--- config.mk ---
export PLATFORM = sky130hd
export DESIGN_NAME = csw_top
export DESIGN_NICKNAME = d
export VERILOG_FILES = /design/src/hdl/csw_pkg.sv /design/src/hdl/csw_alu.sv /design/src/hdl/csw_parity.sv /design/src/hdl/csw_top.sv
export VERILOG_INCLUDE_DIRS = /design/src /design/src/hdl
export SDC_FILE = /design/constraint.sdc
export NUM_CORES = 1
export LEC_CHECK = 0
export BUFFER_PORTS_ARGS = -buffer_cell sky130_fd_sc_hd__buf_2
export CORE_AREA = 4 4 138 140
export DETAILED_ROUTE_END_ITERATION = 16
export DIE_AREA = 0 0 142 144
export PLACE_DENSITY = 0.81
export SLEW_MARGIN = 20
export SYNTH_ARGS = -nofsm -noshare
export SYNTH_HDL_FRONTEND = slang
export SYNTH_HIERARCHICAL = 1
export SYNTH_SLANG_ARGS = --single-unit
--- constraint.sdc ---
create_clock -name clock_i -period 2.02 [get_ports clock_i]
set_input_delay 0.303 -clock clock_i [delete_from_list [all_inputs] [get_ports clock_i]]
set_output_delay 0.303 -clock clock_i [all_outputs]
set_load 0.02 [all_outputs]
--- src/hdl/csw_defs.svh ---
// Addresses, reset values and bus codes of the status word block.
`ifndef CSW_DEFS_SVH
`define CSW_DEFS_SVH

// ----------------------------------------------------------------------
// Register byte addresses
// ----------------------------------------------------------------------
`define CSW_PSW_ADDR 32'h0000_00D0
`define CSW_ACC_ADDR 32'h0000_00E0
`define CSW_OPND_ADDR 32'h0000_00F0

// ----------------------------------------------------------------------
// Reset values and field layout
// ----------------------------------------------------------------------
`define CSW_BYTE_RST 8'h00
`define CSW_BANK_SHIFT 3
`define CSW_RD_PAD 24'h00_0000

// ----------------------------------------------------------------------
// External data space window of the peripheral registers
// ----------------------------------------------------------------------
`define CSW_XSFR_LO 16'hF000
`define CSW_XSFR_HI 16'hF03F
`define CSW_XOFF_W 6

// ----------------------------------------------------------------------
// Bus codes
// ----------------------------------------------------------------------
`define CSW_HTRANS_NONSEQ 2'b10
`define CSW_HRESP_OKAY 1'b0

`endif

--- src/hdl/csw_pkg.sv ---
// Types shared by the status word block and its helpers.
package csw_pkg;

  typedef enum logic [3:0] {
    OP_NOP  = 4'b0000,
    OP_ADD  = 4'b0001,
    OP_ADDC = 4'b0010,
    OP_SUBB = 4'b0011,
    OP_RLC  = 4'b0100,
    OP_RRC  = 4'b0101,
    OP_CMP  = 4'b0110,
    OP_MUL  = 4'b0111,
    OP_DIV  = 4'b1000,
    OP_LOAD = 4'b1001
  } csw_opc_t;

  typedef struct packed {
    logic vld;
    csw_opc_t code;
    logic [7:0] data;
  } csw_op_t;

  typedef struct packed {
    logic vld;
    logic external_move_op;
    logic [15:0] addr;
  } csw_xacc_t;

  typedef struct packed {
    logic carry_out_flag;
    logic half_carry_flag;
    logic user_flag_zero;
    logic [1:0] bank_select_field;
    logic signed_excess_flag;
    logic user_flag_one;
    logic parity;
  } csw_psw_t;

  typedef struct packed {
    logic [7:0] main_work_reg;
    logic [7:0] opnd;
    logic carry_out_flag;
    logic half_carry_flag;
    logic signed_excess_flag;
  } csw_res_t;

endpackage

--- src/hdl/csw_alu.sv ---
// Accumulator operations and the flags that each one produces.
`timescale 1ns/1ps
module csw_alu (
  input wire logic [7:0] acc_i,
  input wire logic [7:0] opnd_i,
  input wire logic carry_i,
  input wire logic half_i,
  input wire logic excess_i,
  input wire csw_pkg::csw_op_t op_i,
  output csw_pkg::csw_res_t res_o
);
  always_comb begin
    logic [8:0] sum;
    logic [4:0] half;
    logic [15:0] prod;
    logic cin;
    sum = 9'h000;
    half = 5'h00;
    prod = 16'h0000;
    cin = 1'b0;
    res_o.main_work_reg = acc_i;
    res_o.opnd = opnd_i;
    res_o.carry_out_flag = carry_i;
    res_o.half_carry_flag = half_i;
    res_o.signed_excess_flag = excess_i;
    unique case (op_i.code)
      csw_pkg::OP_ADD, csw_pkg::OP_ADDC: begin
        cin = (op_i.code == csw_pkg::OP_ADDC) & carry_i;
        sum = {1'b0, acc_i} + {1'b0, op_i.data} + {8'h00, cin};
        half = {1'b0, acc_i[3:0]} + {1'b0, op_i.data[3:0]} + {4'h0, cin};
        res_o.main_work_reg = sum[7:0];
        res_o.carry_out_flag = sum[8];
        res_o.half_carry_flag = half[4];
        res_o.signed_excess_flag = (acc_i[7] == op_i.data[7]) &&
                                   (sum[7] != acc_i[7]);
      end
      csw_pkg::OP_SUBB: begin
        // A clear carry means a borrow is still owed from before.
        cin = ~carry_i;
        sum = {1'b0, acc_i} - {1'b0, op_i.data} - {8'h00, cin};
        res_o.main_work_reg = sum[7:0];
        res_o.carry_out_flag = ~sum[8];
        res_o.signed_excess_flag = (acc_i[7] != op_i.data[7]) &&
                                   (sum[7] != acc_i[7]);
      end
      csw_pkg::OP_RLC: begin
        res_o.main_work_reg = {acc_i[6:0], carry_i};
        res_o.carry_out_flag = acc_i[7];
      end
      csw_pkg::OP_RRC: begin
        res_o.main_work_reg = {carry_i, acc_i[7:1]};
        res_o.carry_out_flag = acc_i[0];
      end
      csw_pkg::OP_CMP: begin
        res_o.carry_out_flag = (acc_i >= op_i.data);
      end
      csw_pkg::OP_MUL: begin
        prod = {8'h00, acc_i} * {8'h00, opnd_i};
        res_o.main_work_reg = prod[7:0];
        res_o.opnd = prod[15:8];
        res_o.carry_out_flag = 1'b0;
        res_o.signed_excess_flag = |prod[15:8];
      end
      csw_pkg::OP_DIV: begin
        // Division by zero leaves both operands as they were.
        res_o.carry_out_flag = 1'b0;
        res_o.signed_excess_flag = (opnd_i == 8'h00);
        if (opnd_i != 8'h00) begin
          res_o.main_work_reg = acc_i / opnd_i;
          res_o.opnd = acc_i % opnd_i;
        end
      end
      csw_pkg::OP_LOAD: begin
        res_o.main_work_reg = op_i.data;
      end
      csw_pkg::OP_NOP: begin
      end
      default: begin
      end
    endcase
  end
endmodule

--- src/hdl/csw_parity.sv ---
// Odd parity of a data word, built as an exclusive-or chain.
`timescale 1ns/1ps
module csw_parity #(
  parameter int W = 8
) (
  input wire logic [W-1:0] data_i,
  output logic odd_o
);
  logic [W:0] chain;

  generate
    if (W < 1) begin : g_bad
      $error("csw_parity needs a width of at least one bit");
    end
  endgenerate

  assign chain[0] = 1'b0;
  generate
    for (genvar i = 0; i < W; i++) begin : g_bit
      assign chain[i+1] = chain[i] ^ data_i[i];
    end
  endgenerate
  assign odd_o = chain[W];
endmodule

--- src/hdl/csw_top.sv ---
// Status word, accumulator and operand register behind an AHB-Lite slave.
//
// Function
// RL1 - Eight-bit operand register, zero at reset, feeds multiply and divide.
// RL2 - Carry bit 7: add carry, no borrow, rotated-out bit, compare >= 0.
// RL3 - Half-carry bit 6 follows the carry out of accumulator bit 3. Only add and add with carry set it; subtract with borrow leaves it unchanged.
// RL4 - Bank field bits 4..3 picks register bank base 00H, 08H, 10H, 18H.
// RL5 - Overflow bit 2 set on overflow of add, subtract, multiply or a divide by zero, cleared by those otherwise, kept by the other operations.
// RL6 - Read-only parity bit 0 is one for an odd count of ones.
// RL7 - Bits 5 and 1 are free user flags, writable, zero at reset.
// RL8 - Peripheral window in external space only reached by external moves.
// RL9 - Each accumulator operation updates its flags in the same instruction.
// RL10 - Software writes to the status word never change the parity bit.
`timescale 1ns/1ps
`include "csw_defs.svh"
module csw_top (
  input wire logic clock_i,
  input wire logic reset_n_i,
  input wire logic hsel_i,
  input wire logic [31:0] haddr_i,
  input wire logic [1:0] htrans_i,
  input wire logic hwrite_i,
  input wire logic [2:0] hsize_i,
  input wire logic [31:0] hwdata_i,
  input wire logic hready_i,
  output logic [31:0] hrdata_o,
  output logic hreadyout_o,
  output logic hresp_o,
  input wire csw_pkg::csw_op_t op_i,
  input wire csw_pkg::csw_xacc_t xacc_i,
  output logic [7:0] main_work_reg_o,
  output logic [7:0] opnd_o,
  output csw_pkg::csw_psw_t psw_o,
  output logic [7:0] bank_base_o,
  output logic xsfr_sel_o,
  output logic [`CSW_XOFF_W-1:0] xsfr_off_o
);
  // ----------------------------------------------------------------------
  // Reset release
  // ----------------------------------------------------------------------
  logic rst_meta_ff;
  logic rst_n_ff;

  always_ff @(posedge clock_i or negedge reset_n_i) begin
    if (!reset_n_i) begin
      rst_meta_ff <= 1'b0;
      rst_n_ff <= 1'b0;
    end else begin
      rst_meta_ff <= 1'b1;
      rst_n_ff <= rst_meta_ff;
    end
  end

  // ----------------------------------------------------------------------
  // Bus address phase
  // ----------------------------------------------------------------------
  logic wr_ff;
  logic [31:0] waddr_ff;
  logic take;
  logic bus_psw;
  logic bus_acc;
  logic bus_opnd;

  // Only whole-word single transfers are expected, so hsize is not used.
  assign take = hsel_i && hready_i && (htrans_i == `CSW_HTRANS_NONSEQ);
  assign bus_psw = wr_ff && (waddr_ff == `CSW_PSW_ADDR);
  assign bus_acc = wr_ff && (waddr_ff == `CSW_ACC_ADDR);
  assign bus_opnd = wr_ff && (waddr_ff == `CSW_OPND_ADDR);

  always_ff @(posedge clock_i or negedge rst_n_ff) begin
    if (!rst_n_ff) begin
      wr_ff <= 1'b0;
      waddr_ff <= 32'h0000_0000;
    end else begin
      wr_ff <= take && hwrite_i;
      waddr_ff <= haddr_i;
    end
  end

  // ----------------------------------------------------------------------
  // Next register values
  // ----------------------------------------------------------------------
  logic [7:0] acc_ff;
  logic [7:0] opnd_ff;
  csw_pkg::csw_psw_t psw_ff;
  csw_pkg::csw_res_t alu_res;
  logic [7:0] nxt_acc;
  logic [7:0] nxt_opnd;
  csw_pkg::csw_psw_t nxt_psw;
  logic nxt_par;

  csw_alu u_alu (
    .acc_i(acc_ff),
    .opnd_i(opnd_ff),
    .carry_i(psw_ff.carry_out_flag),
    .half_i(psw_ff.half_carry_flag),
    .excess_i(psw_ff.signed_excess_flag),
    .op_i(op_i),
    .res_o(alu_res)
  );

  // A core operation in the same cycle as a bus write wins, so a flag
  // the hardware produces is never lost to a stale software value.
  always_comb begin
    nxt_acc = acc_ff;
    nxt_opnd = opnd_ff;
    nxt_psw = psw_ff;
    if (bus_acc) begin
      nxt_acc = hwdata_i[7:0];
    end
    if (bus_opnd) begin
      nxt_opnd = hwdata_i[7:0]; // RL1
    end
    if (bus_psw) begin
      nxt_psw.carry_out_flag = hwdata_i[7];
      nxt_psw.half_carry_flag = hwdata_i[6];
      nxt_psw.user_flag_zero = hwdata_i[5]; // RL7
      nxt_psw.bank_select_field = hwdata_i[4:3];
      nxt_psw.signed_excess_flag = hwdata_i[2];
      nxt_psw.user_flag_one = hwdata_i[1]; // RL7
    end
    if (op_i.vld) begin
      nxt_acc = alu_res.main_work_reg;
      nxt_opnd = alu_res.opnd; // RL1
      nxt_psw.carry_out_flag = alu_res.carry_out_flag; // RL2 RL9
      nxt_psw.half_carry_flag = alu_res.half_carry_flag; // RL3 RL9
      nxt_psw.signed_excess_flag = alu_res.signed_excess_flag; // RL5 RL9
    end
    // Parity always follows the accumulator, whatever was written.
    nxt_psw.parity = nxt_par; // RL6 RL10
  end

  csw_parity #(
    .W(8)
  ) u_parity (
    .data_i(nxt_acc),
    .odd_o(nxt_par)
  );

  // ----------------------------------------------------------------------
  // Registers
  // ----------------------------------------------------------------------
  always_ff @(posedge clock_i or negedge rst_n_ff) begin
    if (!rst_n_ff) begin
      acc_ff <= `CSW_BYTE_RST;
    end else begin
      acc_ff <= nxt_acc;
    end
  end

  always_ff @(posedge clock_i or negedge rst_n_ff) begin
    if (!rst_n_ff) begin
      opnd_ff <= `CSW_BYTE_RST; // RL1
    end else begin
      opnd_ff <= nxt_opnd;
    end
  end

  always_ff @(posedge clock_i or negedge rst_n_ff) begin
    if (!rst_n_ff) begin
      psw_ff <= `CSW_BYTE_RST;
    end else begin
      psw_ff <= nxt_psw;
    end
  end

  always_ff @(posedge clock_i or negedge rst_n_ff) begin
    if (!rst_n_ff) begin
      bank_base_o <= `CSW_BYTE_RST;
    end else begin
      bank_base_o <= 8'(nxt_psw.bank_select_field) << `CSW_BANK_SHIFT; // RL4
    end
  end

  assign main_work_reg_o = acc_ff;
  assign opnd_o = opnd_ff;
  assign psw_o = psw_ff;

  // ----------------------------------------------------------------------
  // Bus data phase
  // ----------------------------------------------------------------------
  // Read data come from the next values, so a read right behind a write
  // or a core operation already sees the new contents.
  always_ff @(posedge clock_i or negedge rst_n_ff) begin
    if (!rst_n_ff) begin
      hrdata_o <= 32'h0000_0000;
    end else if (take && !hwrite_i) begin
      unique case (haddr_i)
        `CSW_PSW_ADDR: hrdata_o <= {`CSW_RD_PAD, nxt_psw};
        `CSW_ACC_ADDR: hrdata_o <= {`CSW_RD_PAD, nxt_acc};
        `CSW_OPND_ADDR: hrdata_o <= {`CSW_RD_PAD, nxt_opnd};
        default: hrdata_o <= 32'h0000_0000;
      endcase
    end
  end

  always_ff @(posedge clock_i or negedge rst_n_ff) begin
    if (!rst_n_ff) begin
      hreadyout_o <= 1'b1;
      hresp_o <= `CSW_HRESP_OKAY;
    end else begin
      hreadyout_o <= 1'b1;
      hresp_o <= `CSW_HRESP_OKAY;
    end
  end

  // ----------------------------------------------------------------------
  // Peripheral window decode
  // ----------------------------------------------------------------------
  // Direct addressing never reaches the window, even with a matching
  // address; only an external move selects it.
  always_ff @(posedge clock_i or negedge rst_n_ff) begin
    if (!rst_n_ff) begin
      xsfr_sel_o <= 1'b0;
      xsfr_off_o <= '0;
    end else begin
      xsfr_sel_o <= xacc_i.vld && xacc_i.external_move_op &&
                    (xacc_i.addr >= `CSW_XSFR_LO) &&
                    (xacc_i.addr <= `CSW_XSFR_HI); // RL8
      xsfr_off_o <= xacc_i.addr[`CSW_XOFF_W-1:0];
    end
  end

  logic [15:0] mul_prod;
  logic [8:0] add_sum;
  assign mul_prod = {8'h00, acc_ff} * {8'h00, opnd_ff};
  assign add_sum = {1'b0, acc_ff} + {1'b0, op_i.data};
endmodule
---- After elaboration in Yosys (flattened, before gate mapping) ----
Cells that the tools add are included.
cells by class
  mux-type cells .......................... 14
  reduce and logical (&&, ||, !) cells .... 18
  $mul .................................... 1
  equal/unequal tests ..................... 20
  add/sub/neg operators ................... 6
  divide/modulo/power cells ............... 2
  order comparisons ....................... 3
  bitwise logic cells ..................... 10
operators with widths
  kind                                                  number
  equality test 32 x 8 -> 1 bit, second input constant  6
  one-hot mux 8 bit (7 select lines)                    1
  two-way mux 8 bit                                     4
  one-hot mux 8 bit (3 select lines)                    1
  equality test 4 x 3 -> 1 bit, second input constant   4
  >= comparator 16 bit, second input constant           1
  <= comparator 16 bit, second input constant           1
  multiplier 8 x 8 -> 16 bit                            1
  two-way mux 16 bit                                    1
  one-hot mux 8 bit (2 select lines)                    1
  logical AND 1 bit                                     12
  adder 8 x 8 -> 9 bit                                  1
  adder 9 x 1 -> 9 bit                                  1
  subtractor 8 x 8 -> 9 bit                             1
  subtractor 9 x 1 -> 9 bit                             1
  divider 8 x 8 -> 8 bit                                1
  equality test 4 x 2 -> 1 bit, second input constant   2
  equality test 4 bit, second input constant            2
  >= comparator 8 bit                                   1
  zero test 8 bit                                       1
  modulo 8 x 8 -> 8 bit                                 1
  nonzero test 8 bit                                    1
  OR reduction 8 bit                                    1
  two-way mux 7 bit                                     1
  other kinds (15)                                      26
storage, ports and cells
  output and inout bits ................... 73
  input port bits ......................... 105
  word-level logic and storage cells ...... 90
  flip-flop bits (word level) ............. 98

---- Depth between registers and ports, before layout ----
Gate-level depths: netlist of run 1.
  depth after elaboration ................. 13
  mapped depth ............................ 62
  gate-level depth less buffers ........... 58

---- Modules after synthesis ----
Netlist of run 1, hierarchy kept.
by module, submodules not included
  module      cells each  times used  seq. area each (um^2)  area an instance (um^2)
  csw_alu     749         1           0.0                    5490.3
  csw_top     271         1           1851.8                 3231.8
  csw_parity  7           1           0.0                    61.3

---- Worst setup path after synthesis of run 1 ----
OpenSTA, ideal clock, no wires.
  path kind ............................... register to register
  from .................................... reg opnd_ff[5], in the netlist opnd_o[5]
  to ...................................... reg hrdata_o[0]
  slack ................................... -10646 ps
  cell stages (with the launch flop) ...... 57
  library setup time ...................... 88 ps
  buffers on the path ..................... 5
  data arrival time ....................... 12577 ps
  data required time ...................... 1932 ps
  period minus slack after synthesis ...... 12666 ps
  path through ............................ dfrtp_1 -> clkbuf_1 -> nor4_2 -> and3_1 -> a21oi_1 -> ha_1 -> o21a_1 -> o211ai_1 -> mux2_2 -> ha_1 -> nor2_1 -> a2111oi_4 -> nor2b_1 -> a22oi_1 -> nand2_1 -> ha_1 -> a21boi_0 -> o21a_1 -> [... 21 more ...] -> nand2b_1 -> a21boi_0 -> o21ai_0 -> a21oi_1 -> o31a_1 -> or2_2 -> clkbuf_1 -> and2_1 -> a211o_1 -> nand2b_1 -> o21a_1 -> xnor2_1 -> xnor2_1 -> xnor2_1 -> inv_1 -> o21ai_0 -> nand2_1 -> a41oi_1
RTL lines
  element                 RTL line        text
  from (decl)             csw_top.sv:84   logic [7:0] opnd_ff;
  from (signal assigned)  csw_top.sv:153  opnd_ff <= `CSW_BYTE_RST;
  from (signal assigned)  csw_top.sv:155  opnd_ff <= nxt_opnd;
  to (signal assigned)    csw_top.sv:189  `CSW_PSW_ADDR: hrdata_o <= {`CSW_RD_PAD, nxt_psw};
  to (signal assigned)    csw_top.sv:190  `CSW_ACC_ADDR: hrdata_o <= {`CSW_RD_PAD, nxt_acc};
  to (signal assigned)    csw_top.sv:191  `CSW_OPND_ADDR: hrdata_o <= {`CSW_RD_PAD, nxt_opnd};
  to (decl)               csw_top.sv:26   output logic [31:0] hrdata_o,

==> metrics.cfg, run 1 <==
[clock_tree]
cts_max_level = 3
clockBufferDepth = 2
clkTransAtPathRegs_ns = 0.06
clock_latency_ns = 0.35
clock-sinks = 74
cts_made_buffers = 9
clockRootBuffer = clkbuf_16
cts_tree = yes

[logic_synthesis]
ys_warn_count = 6
syn_area_um2 = 8783
synth_area_per_cell_um2 = 8.553
synth_top_area_frac = 0.2108
postSynth.asyncResetShare = 1.000
synth_cells = 1027
synth_cell_types = 79
ys_seq_area_frac = 0.2108
synth-edff-count = 0
ys_seq_elements = 74
synthTopCellsByArea = dfrtp_1 21%, ha_1 15%, fa_1 9.3%
synth_top_area_cell = dfrtp_1
synth_ff_type = dfrtp_1

[setup_path]
cpMaxStageDelayCell = dfrtp_2
required_ns = 2.29
crit_path_max_fanout = 7
worst_r2r_endpoint = hrdata_o[0]$_DFFE_PN0P_
worstSetupPathType = register to register
cp_data_arrival_time_ns = 11.91
max_stage_delay_ns = 0.42
start_kind = register
worstReg2RegStart = opnd_o[7]$_DFF_PN0_
end_kind = register
r2r_slack_ns = -9.63
reg2reg_depth = 55

[sta]
rsz0062_at_grt = yes
setup_violations = 28
finalHoldViolations = 0
fmax_mhz = 85.86
relSlewSlack = 0.5775
skew_ns = 0.01416
period_share = 5.766
tightest_slew_ns = 0.6325
fin_ws_ns = -9.627
slew_viol_final = 0
whs_ns = 0.06458
layout_min_cycle_time_ns = 11.65

[hold_path]
hold_path_depth = 1
min_to = xsfr_off_o[5]$_DFF_PN0_
hold_class = input pin to register
min-delay-start = xacc_i[5]

[floorplan]
rows = 49
die_w_um = 142
die_height_um = 144
core_um2 = 17840
pin_count = 178
die_area_um2 = 20450
initial_core_util = 0.4923

[drt]
wl_met2_um = 18510
drt-initial-drc-count = 1453
drc_errors = 0
met3WireLength_um = 4211
ant_nets = 0
vias_per_cell = 6.365
wl_met1_um = 13270
wl_um = 40250
drtPass1Iterations = 11
routed-via-count = 10860
maxUsedRoutingLayer = met4
wl_per_cell_um = 23.59

[grt]
antenna_found_initial = 1
grt_pass1_wl_um = 55680
grt_pass1_vias = 10850
grt-ovfl-total = 0
grt_max_degree = 32
track_usage = 0.3478

[final_layout]
fillers = 1015
final_cell_area_um2 = 13660
utilization = 0.7658
final_layout_size_suffix_gt1_frac = 0.4661
nets = 1723
synthToLayoutAreaGrowth_pct = 55.54

[placement]
port_buffers = 118
hpwl_um = 24080
postPlaceCellArea_um2 = 11780
gp_congestion = 0.9666

[job]
cap_violations = 0

[outcome]
violations = setup timing
status = finished, violations left

==> worst max-delay path, delay by kind of cell (launching register included) <==
kind                       cells  cell delay, ns
AOI/OAI and AO/OA             28            5.51
adders and majority gates      7            2.08
and+or+nand+nor               11            1.72
muxes                          2            0.68
buffers and inverters          4            0.57
xor gates and xnor gates       3            0.56
DFF                            1            0.42
==> synth_stat cells, drive strengths merged (5+ instances only) <==
library cell and count:
nand2b 19, dfrtp 74, a31oi 11, a32o 5, nand2 82, or3 8, buf 42, xnor2 28
o21bai 7, a21boi 9, a211oi 9, nor2b 16, nor3 25, nand3 14, mux2i 9, a21o 5
a22oi 13, o21ai 52, mux2 21, a211o 11, fa 41, o21a 13, ha 106, o31ai 7
nor2 105, a221o 5, xor2 15, inv 101, a21oi 37, nor4 13, nor4b 6, clkbuf 28
o211ai 11, and3 7
==> area by class of cell <==
cell class / count / area [µm²] / share of cell area
multi-input cells: 811 / 7251 / 0.5307
repair buffers: 472 / 3513 / 0.2572
flip-flops and latches: 74 / 1871 / 0.1369
inverters: 103 / 407.9 / 0.02986
well taps: 229 / 286.5 / 0.02097
clock buffers: 12 / 256.5 / 0.01877
clock inverters: 4 / 73.82 / 0.005403
diodes: 1 / 2.502 / 0.0001832
==> sequential cells by signal, indices dropped and copies added (netlist names) <==
register	flops
waddr_ff	32
hrdata_o	8
main_work_reg_o	8
opnd_o	8
psw_o	6
xsfr_off_o	6
bank_base_o	2
rst_meta_ff	1
rst_n_ff	1
wr_ff	1
xsfr_sel_o	1
==> metal layers <==
layer | vias up | GRT usage
met5 | - | 0
met4 | 0 | 0.2591
met3 | 382 | 0.07639
met2 | 940 | 0.6017
met1 | 5091 | 0.3728
li1 | 4446 | -
==> stage by stage <==
stage,setup WS [ns],std cells,setup TNS [ns]
after global placement,-8.801,1614,-178.75
after detailed placement,-9.241,1614,-187.57
final,-9.627,1706,-196.57
after global routing,-9.844,1706,-201.57
after CTS,-8.713,1683,-178.24
after floorplan,-9.264,1058,-181.38
==> worst max path at each step <==
stage | depth (start not counted) | to | start | slack, ns
finish | 55 | hrdata_o[0]$_DFFE_PN0P_ | opnd_o[7]$_DFF_PN0_ | -9.63
global route | 59 | hrdata_o[0]$_DFFE_PN0P_ | opnd_o[7]$_DFF_PN0_ | -9.84
CTS | 52 | hrdata_o[0]$_DFFE_PN0P_ | opnd_o[5]$_DFF_PN0_ | -8.71
detailed placement | 52 | hrdata_o[0]$_DFFE_PN0P_ | opnd_o[7]$_DFF_PN0_ | -9.24
global placement | 53 | hrdata_o[0]$_DFFE_PN0P_ | opnd_o[7]$_DFF_PN0_ | -8.80
floorplan | 57 | hrdata_o[0]$_DFFE_PN0P_ | opnd_o[0]$_DFF_PN0_ | -9.26
==> logic make-up (layout without fill, tap and decap cells) <==
logic type / after synthesis / in the layout / synth area share
xor+xnor: 43 / 43 / 0.04288
fa+ha+maj: 148 / 148 / 0.2456
compound gates: 235 / 235 / 0.1887
simple gates: 322 / 322 / 0.1798
other cells: 2 / 34 / 0.0008550
flops: 74 / 74 / 0.2108
buf+inv: 173 / 591 / 0.09117
mux: 30 / 30 / 0.04017
==> cells in the final DEF (no fill, tap or decap), drive strengths merged, types with 11 or more instances in the layout <==
master / Yosys / routed
clkbuf: 28 / 12
nand3: 14 / 14
nand2b: 19 / 19
mux2: 21 / 21
o21a: 13 / 13
a22oi: 13 / 13
dfrtp: 74 / 74
nor3: 25 / 25
nand2: 82 / 82
conb: 2 / 33
a31oi: 11 / 11
xor2: 15 / 15
xnor2: 28 / 28
buf: 42 / 471
o21ai: 52 / 52
nor4: 13 / 13
ha: 106 / 106
a211o: 11 / 11
o211ai: 11 / 11
nor2b: 16 / 16
a21oi: 37 / 37
nor2: 105 / 105
fa: 41 / 41
inv: 101 / 99
==> repair_timing <==
| action | in CTS | in global routing |
|---|---|---|
| buffers inserted | 53 | 28 |
| pin swaps | 70 | 68 |
| gates resized for setup | 139 | 95 |
| hold buffers | 1 | 0 |
| endpoints found under the setup margin | 28 | 32 |
| cloned | 1 | 0 |
| endpoints found under the hold margin | 2 | 0 |
Power of run 1 is left out: the tool's default activity adds up to more than one toggle a clock period on the data nets, which glitch-free logic cannot reach.
==> inputs of run 2 (changes only) <==
- CORE_AREA: 4 4 138 140 -> 4 4 137 139
- DIE_AREA: 0 0 142 144 -> 0 0 141 143
- PLACE_DENSITY: 0.81 -> 0.8
- SLEW_MARGIN: 20 -> not set
- SYNTH_HIERARCHICAL: 1 -> not set
==> run 2 against run 1 <==
The run still ends with setup timing left. Synthesized cell count shrank 2.7%. Clock skew shrank 0.0069 ns. Global-route usage shrank 2.6 points. Non-clock buffer count shrank 60. Via count shrank 9.4%. Die area shrank 1.4%. Design area shrank 6.1%. Clock-buffer cell count shrank 1. Critical endpoint unchanged.
==> metrics.cfg, run 2 <==
[outcome]
status = finished, violations left
violations = setup timing

[sta]
period_share = 5.367  ; -0.3989
fin_ws_ns = -8.821  ; +0.8058 ns
tightest_slew_ns = 1.199  ; +0.5664 ns
layout_min_cycle_time_ns = 10.84  ; -0.8058 ns
setup_violations = 32  ; +14%
skew_ns = 0.007263  ; -0.006893 ns
rsz0062_at_grt = yes
fmax_mhz = 92.24  ; +7.4%
relSlewSlack = 0.1906  ; -0.3869
finalHoldViolations = 0  ; unchanged
slew_viol_final = 0  ; unchanged
whs_ns = 0.07256  ; +0.007979 ns

[drt]
routed-via-count = 9843  ; -9.4%
wl_um = 35910  ; -11%
wl_per_cell_um = 22.25  ; -5.7%
drt-initial-drc-count = 1032  ; -29%
ant_nets = 0  ; unchanged
drc_errors = 0  ; unchanged
vias_per_cell = 6.099  ; -4.2%
drtPass1Iterations = 6  ; -5

[clock_tree]
cts_tree = yes
clockBufferDepth = 2  ; unchanged
cts_made_buffers = 9  ; unchanged
clock-sinks = 74  ; unchanged
clock_latency_ns = 0.33  ; -0.02 ns
cts_max_level = 3  ; unchanged
clkTransAtPathRegs_ns = 0.06  ; about the same
clockRootBuffer = clkbuf_16

[logic_synthesis]
synth_area_per_cell_um2 = 8.596  ; +0.50%
synth.most_common_cell = ha_1
synth_top_area_frac = 0.2156  ; +0.004823
synthTopCellsByArea = dfrtp_1 22%, ha_1 15%, fa_1 9.6%
postSynth.asyncResetShare = 1.000  ; unchanged
synth_top_area_cell = dfrtp_1
synth_cells = 999  ; -2.7%
synth_ff_type = dfrtp_1
synthTopCellsByCount = 106 x ha_1, 97 x nor2_1, 92 x inv_1
ys_seq_elements = 74  ; unchanged
synth-edff-count = 0  ; unchanged
synth_cell_types = 79  ; unchanged
ys_warn_count = 0  ; -6
syn_area_um2 = 8587  ; -2.2%
ys_seq_area_frac = 0.2156  ; +0.004823

[floorplan]
pin_count = 178  ; unchanged
initial_core_util = 0.4863  ; -0.005997
core_um2 = 17660  ; -1.0%
die_w_um = 141  ; -0.70%
rows = 49  ; unchanged
die_area_um2 = 20160  ; -1.4%
die_height_um = 143  ; -0.69%

[final_layout]
final_layout_size_suffix_gt1_frac = 0.4448  ; -0.02136
synthToLayoutAreaGrowth_pct = 49.32
final_cell_area_um2 = 12820  ; -6.1%
nets = 1632  ; -5.3%
largest_reg_flops = 32  ; unchanged
layout_common_cells = 261 x buf_4, 118 x buf_2, 88 x nor2_1, 84 x ha_1, 77 x nand2_1
final_common_cell = buf_4
top_register = waddr_ff
fillers = 1109  ; +9.3%
n_antenna_cell = 0  ; -1

[setup_path]
crit_path_frequent_cell = o21a_1
max_stage_delay_ns = 0.43  ; about the same
cpMaxStageDelayCell = dfrtp_2
required_ns = 2.29  ; about the same
cp_data_arrival_time_ns = 11.11  ; -0.80 ns
crit_path_max_fanout = 6  ; -1
worstSetupPathType = register to register
start_kind = register
end_kind = register

[grt]
antenna_found_initial = 0  ; -1
track_usage = 0.3219  ; -0.02589
grt_pass1_wl_um = 51050  ; -8.3%
grt-ovfl-total = 0  ; unchanged
grt_pass1_vias = 9836  ; -9.4%
grt_max_degree = 49  ; +53%

[placement]
port_buffers = 118  ; unchanged
postPlaceCellArea_um2 = 11370  ; -3.4%
hpwl_um = 24240  ; +0.66%
gp_congestion = 1.035  ; +7.1%

[job]
cap_violations = 0  ; unchanged

[hold_path]
hold_class = input pin to register

-- run 2: changes by cell type in the layout (fill, tap and decap cells not counted), sizes merged, moves of 6 or more --
cell and delta:
a22oi -6, o22ai +6, nand3 +8, a21o +9, mux2i +8, nor2 -8, or3 -7, a211o -7
nor2b -8, a21oi +19, o21ai -14, buf -60, inv -10
-- run 2: worst max-delay path: cells and delay by family (launching register included) --
kind	cells	cell delay [ns]
buffers and inverters	2	0.25
XOR/XNOR	4	0.88
adder cells (fa/ha/maj)	7	2.00
multiplexers	5	1.59
AND/OR/NAND/NOR	11	1.68
flip-flops	1	0.43
AO/OA/AOI/OAI	22	3.92
-- run 2: through the flow --
step	utilization	TNS, ns	setup WS (ns)	instances
2_1_floorplan	-	-174.96	-8.458	1030
3_3_place_gp	0.6441	-178.92	-8.376	1550
3_5_place_dp	0.6441	-187.65	-8.809	1550
4_1_cts	0.6993	-176.37	-8.361	1594
5_1_grt	0.7262	-196.51	-9.269	1614
6_report	0.7262	-186.90	-8.821	1614
-- run 2: area by class of cell --
class	count	area [µm²]	share of cell area
multi-input combinational	787	7013	0.5469
clock buffer	11	232.7	0.01815
clock inverter	5	78.83	0.006148
tap	229	286.5	0.02235
inverter	96	377.9	0.02947
timing repair buffer	412	2965	0.2313
sequential	74	1868	0.1457
-- run 2: path summary, 6_finish.rpt --
path / from / endpoint / slack (ns) / depth (start not counted)
max: opnd_o[5]$_DFF_PN0_ / hrdata_o[0]$_DFFE_PN0P_ / -8.82 / 51
min: xacc_i[0] / xsfr_off_o[0]$_DFF_PN0_ / 0.07 / 1
max reg2reg: opnd_o[5]$_DFF_PN0_ / hrdata_o[0]$_DFFE_PN0P_ / -8.82 / 51
min reg2reg: rst_n_ff$_DFF_PN0_ / hrdata_o[0]$_DFFE_PN0P_ / 0.27 / 0
max in group asynchronous: rst_n_ff$_DFF_PN0_ / waddr_ff[0]$_DFF_PN0_ / 1.10 / 1
min in group asynchronous: rst_n_ff$_DFF_PN0_ / hrdata_o[0]$_DFFE_PN0P_ / 0.27 / 0
-- run 2: logic make-up after synthesis --
group | after synthesis | synth area share
compound gates | 214 | 0.1670
simple gates | 303 | 0.1712
mux | 42 | 0.05260
other cells | 2 | 0.0008746
fa+ha+maj | 147 | 0.2500
buf+inv | 169 | 0.09048
flops | 74 | 0.2156
xor+xnor | 48 | 0.05216
-- run 2: routing by layer --
layer | GRT usage | share of wire
met5 | 0 | 0
met2 | 0.5620 | 0.47
met3 | 0.05459 | 0.099
met4 | 0.1953 | 0.084
met1 | 0.3704 | 0.34
-- run 2: what timing repair did --
action                                  in CTS  in global routing
endpoints found under the setup margin      31                 32
buffers inserted                            27                 24
hold buffers                                 1                  0
gates resized for setup                    105                 76
pin swaps                                   72                 44
hold endpoints to repair                     2                  0
Power of run 2 is left out for the same reason.
==> inputs of run 3 (changes only) <==
- PLACE_DENSITY: 0.8 -> 0.71
==> run 3 against run 2 <==
The run still ends with setup timing left. Die area did not move. Global-route usage fell by 0.28 points. Fmax fell by 5.2%. Routed wire length rose by 3.0%. Via count barely moved. Clock-buffer cell count fell by 1. Sequential share of layout area fell by 0.32 points. Critical path depth rose by 2. Final cell count rose by 0.62%. Design area rose by 2.3%. Utilization rose by 1.6 points.
==> metrics.cfg, run 3 (synthesis gave the netlist of run 2 again) <==
[setup_path]
crit_path_frequent_cell = a21oi_2
worstSetupPathType = register to register
cpMaxStageDelayCell = fa_2
start_kind = register
cp_top_family = compound AO/OA/AOI/OAI gates
end_kind = register
cp_data_arrival_time_ns = 11.72  ; +0.61 ns
max_stage_delay_ns = 0.45  ; +0.02 ns
required_ns = 2.30  ; about the same
crit_path_max_fanout = 6  ; unchanged
crit_buf_inv = 4  ; +2

[final_layout]
nets = 1642  ; +0.61%
synthToLayoutAreaGrowth_pct = 52.69
fillers = 1116  ; +0.63%
top_register = waddr_ff
largest_reg_flops = 32  ; unchanged
n_antenna_cell = 0  ; unchanged
final_common_cell = buf_4
layout_common_cells = 261 x buf_4, 118 x buf_2, 85 x ha_1, 84 x nor2_1, 79 x nand2_1
final_layout_size_suffix_gt1_frac = 0.4602  ; +0.01545
fin_cells = 1624  ; +0.62%

[placement]
pre_cts_ws_ns = -8.672  ; +0.1377 ns
hpwl_um = 24300  ; +0.23%
port_buffers = 118  ; unchanged
gp_congestion = 1.013  ; -2.1%
place_inst = 1544  ; -0.39%

[sta]
layout_min_cycle_time_ns = 11.44  ; +0.5943 ns
finalHoldViolations = 0  ; unchanged
setup_violations = 29  ; -9.4%
fin_ws_ns = -9.416  ; -0.5943 ns
totalNegativeSetupSlack_ns = -198.58  ; -11.68 ns
tightest_slew_ns = 0.8629  ; -0.3360 ns
rsz0062_at_grt = yes
skew_ns = 0.01123  ; +0.003963 ns
relSlewSlack = 0.4175  ; +0.2269
slew_viol_final = 0  ; unchanged
fmax_mhz = 87.45  ; -5.2%
period_share = 5.661  ; +0.2942

[floorplan]
pin_count = 178  ; unchanged
core_um2 = 17660  ; unchanged
die_area_um2 = 20160  ; unchanged
rows = 49  ; unchanged
die_w_um = 141  ; unchanged
initial_core_util = 0.4863  ; unchanged
die_height_um = 143  ; unchanged

[job]
cap_violations = 0  ; unchanged

[grt]
track_usage = 0.3191  ; -0.002823
grt_pass1_vias = 9863  ; +0.27%
antenna_found_initial = 0  ; unchanged
grt_pass1_wl_um = 50440  ; -1.2%
grt-ovfl-total = 0  ; unchanged
grt_max_degree = 46  ; -6.1%

[clock_tree]
clock-sinks = 74  ; unchanged
clkTransAtPathRegs_ns = 0.07  ; about the same
cts_max_level = 3  ; unchanged
cts_tree = yes
clockRootBuffer = clkbuf_16
clock_latency_ns = 0.35  ; +0.02 ns
clockBufferDepth = 2  ; unchanged
cts_made_buffers = 9  ; unchanged

[drt]
met3WireLength_um = 4448  ; +25%
maxUsedRoutingLayer = met4
drtPass1Iterations = 8  ; +2
drc_errors = 0  ; unchanged
vias_per_cell = 6.067  ; -0.52%
routed-via-count = 9852  ; +0.091%
ant_nets = 0  ; unchanged
wl_met1_um = 12620  ; +1.9%
wl_per_cell_um = 22.77  ; +2.4%
wl_met2_um = 16590  ; -2.1%
wl_um = 36980  ; +3.0%
drt-initial-drc-count = 1199  ; +16%

[hold_path]
hold_class = input pin to register

[outcome]
violations = setup timing
status = finished, violations left

-- run 3: layout make-up --
type                       instances  area, µm²  share of cell area
clock buffer                      10      229.0             0.01746
clock inverter                     6      112.6            0.008589
inverter                          96      389.1             0.02968
multi-input combinational        787       7126              0.5435
sequential                        74       1868              0.1425
tap                              229      286.5             0.02185
timing repair buffer             422       3100              0.2365
-- run 3: worst paths after layout --
path / startpoint / endpoint / slack, ns / depth (start not counted)
setup / recovery: opnd_o[4]$_DFF_PN0_ / hrdata_o[6]$_DFFE_PN0P_ / -9.42 / 53
hold / removal: xacc_i[1] / xsfr_off_o[1]$_DFF_PN0_ / 0.06 / 1
setup reg to reg: opnd_o[4]$_DFF_PN0_ / hrdata_o[6]$_DFFE_PN0P_ / -9.42 / 53
hold reg to reg: rst_n_ff$_DFF_PN0_ / hrdata_o[3]$_DFFE_PN0P_ / 0.28 / 1
max in group asynchronous: rst_n_ff$_DFF_PN0_ / waddr_ff[17]$_DFF_PN0_ / 1.27 / 1
min in group asynchronous: rst_n_ff$_DFF_PN0_ / hrdata_o[3]$_DFFE_PN0P_ / 0.28 / 1
-- run 3: per-layer routing --
metal  vias to the layer above  track usage
met4                         0       0.2254
met2                       747       0.5418
li1                       4199            -
met5                         -            0
met1                      4625       0.3601
met3                       281      0.06430
-- run 3: metrics by stage --
step,area (µm²),util,hold slack (ns)
4_1_cts,12650,0.7166,0.05911
3_5_place_dp,11320,0.6409,0.09467
5_1_grt,13110,0.7426,0.06471
6_report,13110,0.7426,0.06211
2_1_floorplan,9150,-,0.007409
3_3_place_gp,11320,0.6409,0.09119
-- run 3: worst register-to-register path: cells and delay by family (launching register included) --
| family | cells | cell delay, ns |
|---|---|---|
| AND/OR/NAND/NOR | 10 | 1.95 |
| flip-flops | 1 | 0.44 |
| AO/OA/AOI/OAI | 28 | 5.05 |
| buffers and inverters | 4 | 0.56 |
| multiplexers | 4 | 1.36 |
| adder cells (fa/ha/maj) | 7 | 2.00 |
-- run 3: repair_timing --
action,in CTS,in global routing
gates resized for setup,153,74
hold endpoints to repair,2,0
gates cloned,0,0
pin swaps,79,83
setup buffers,46,27
hold buffers,1,0
setup endpoints to repair,32,29
Power of run 3 is left out for the same reason.
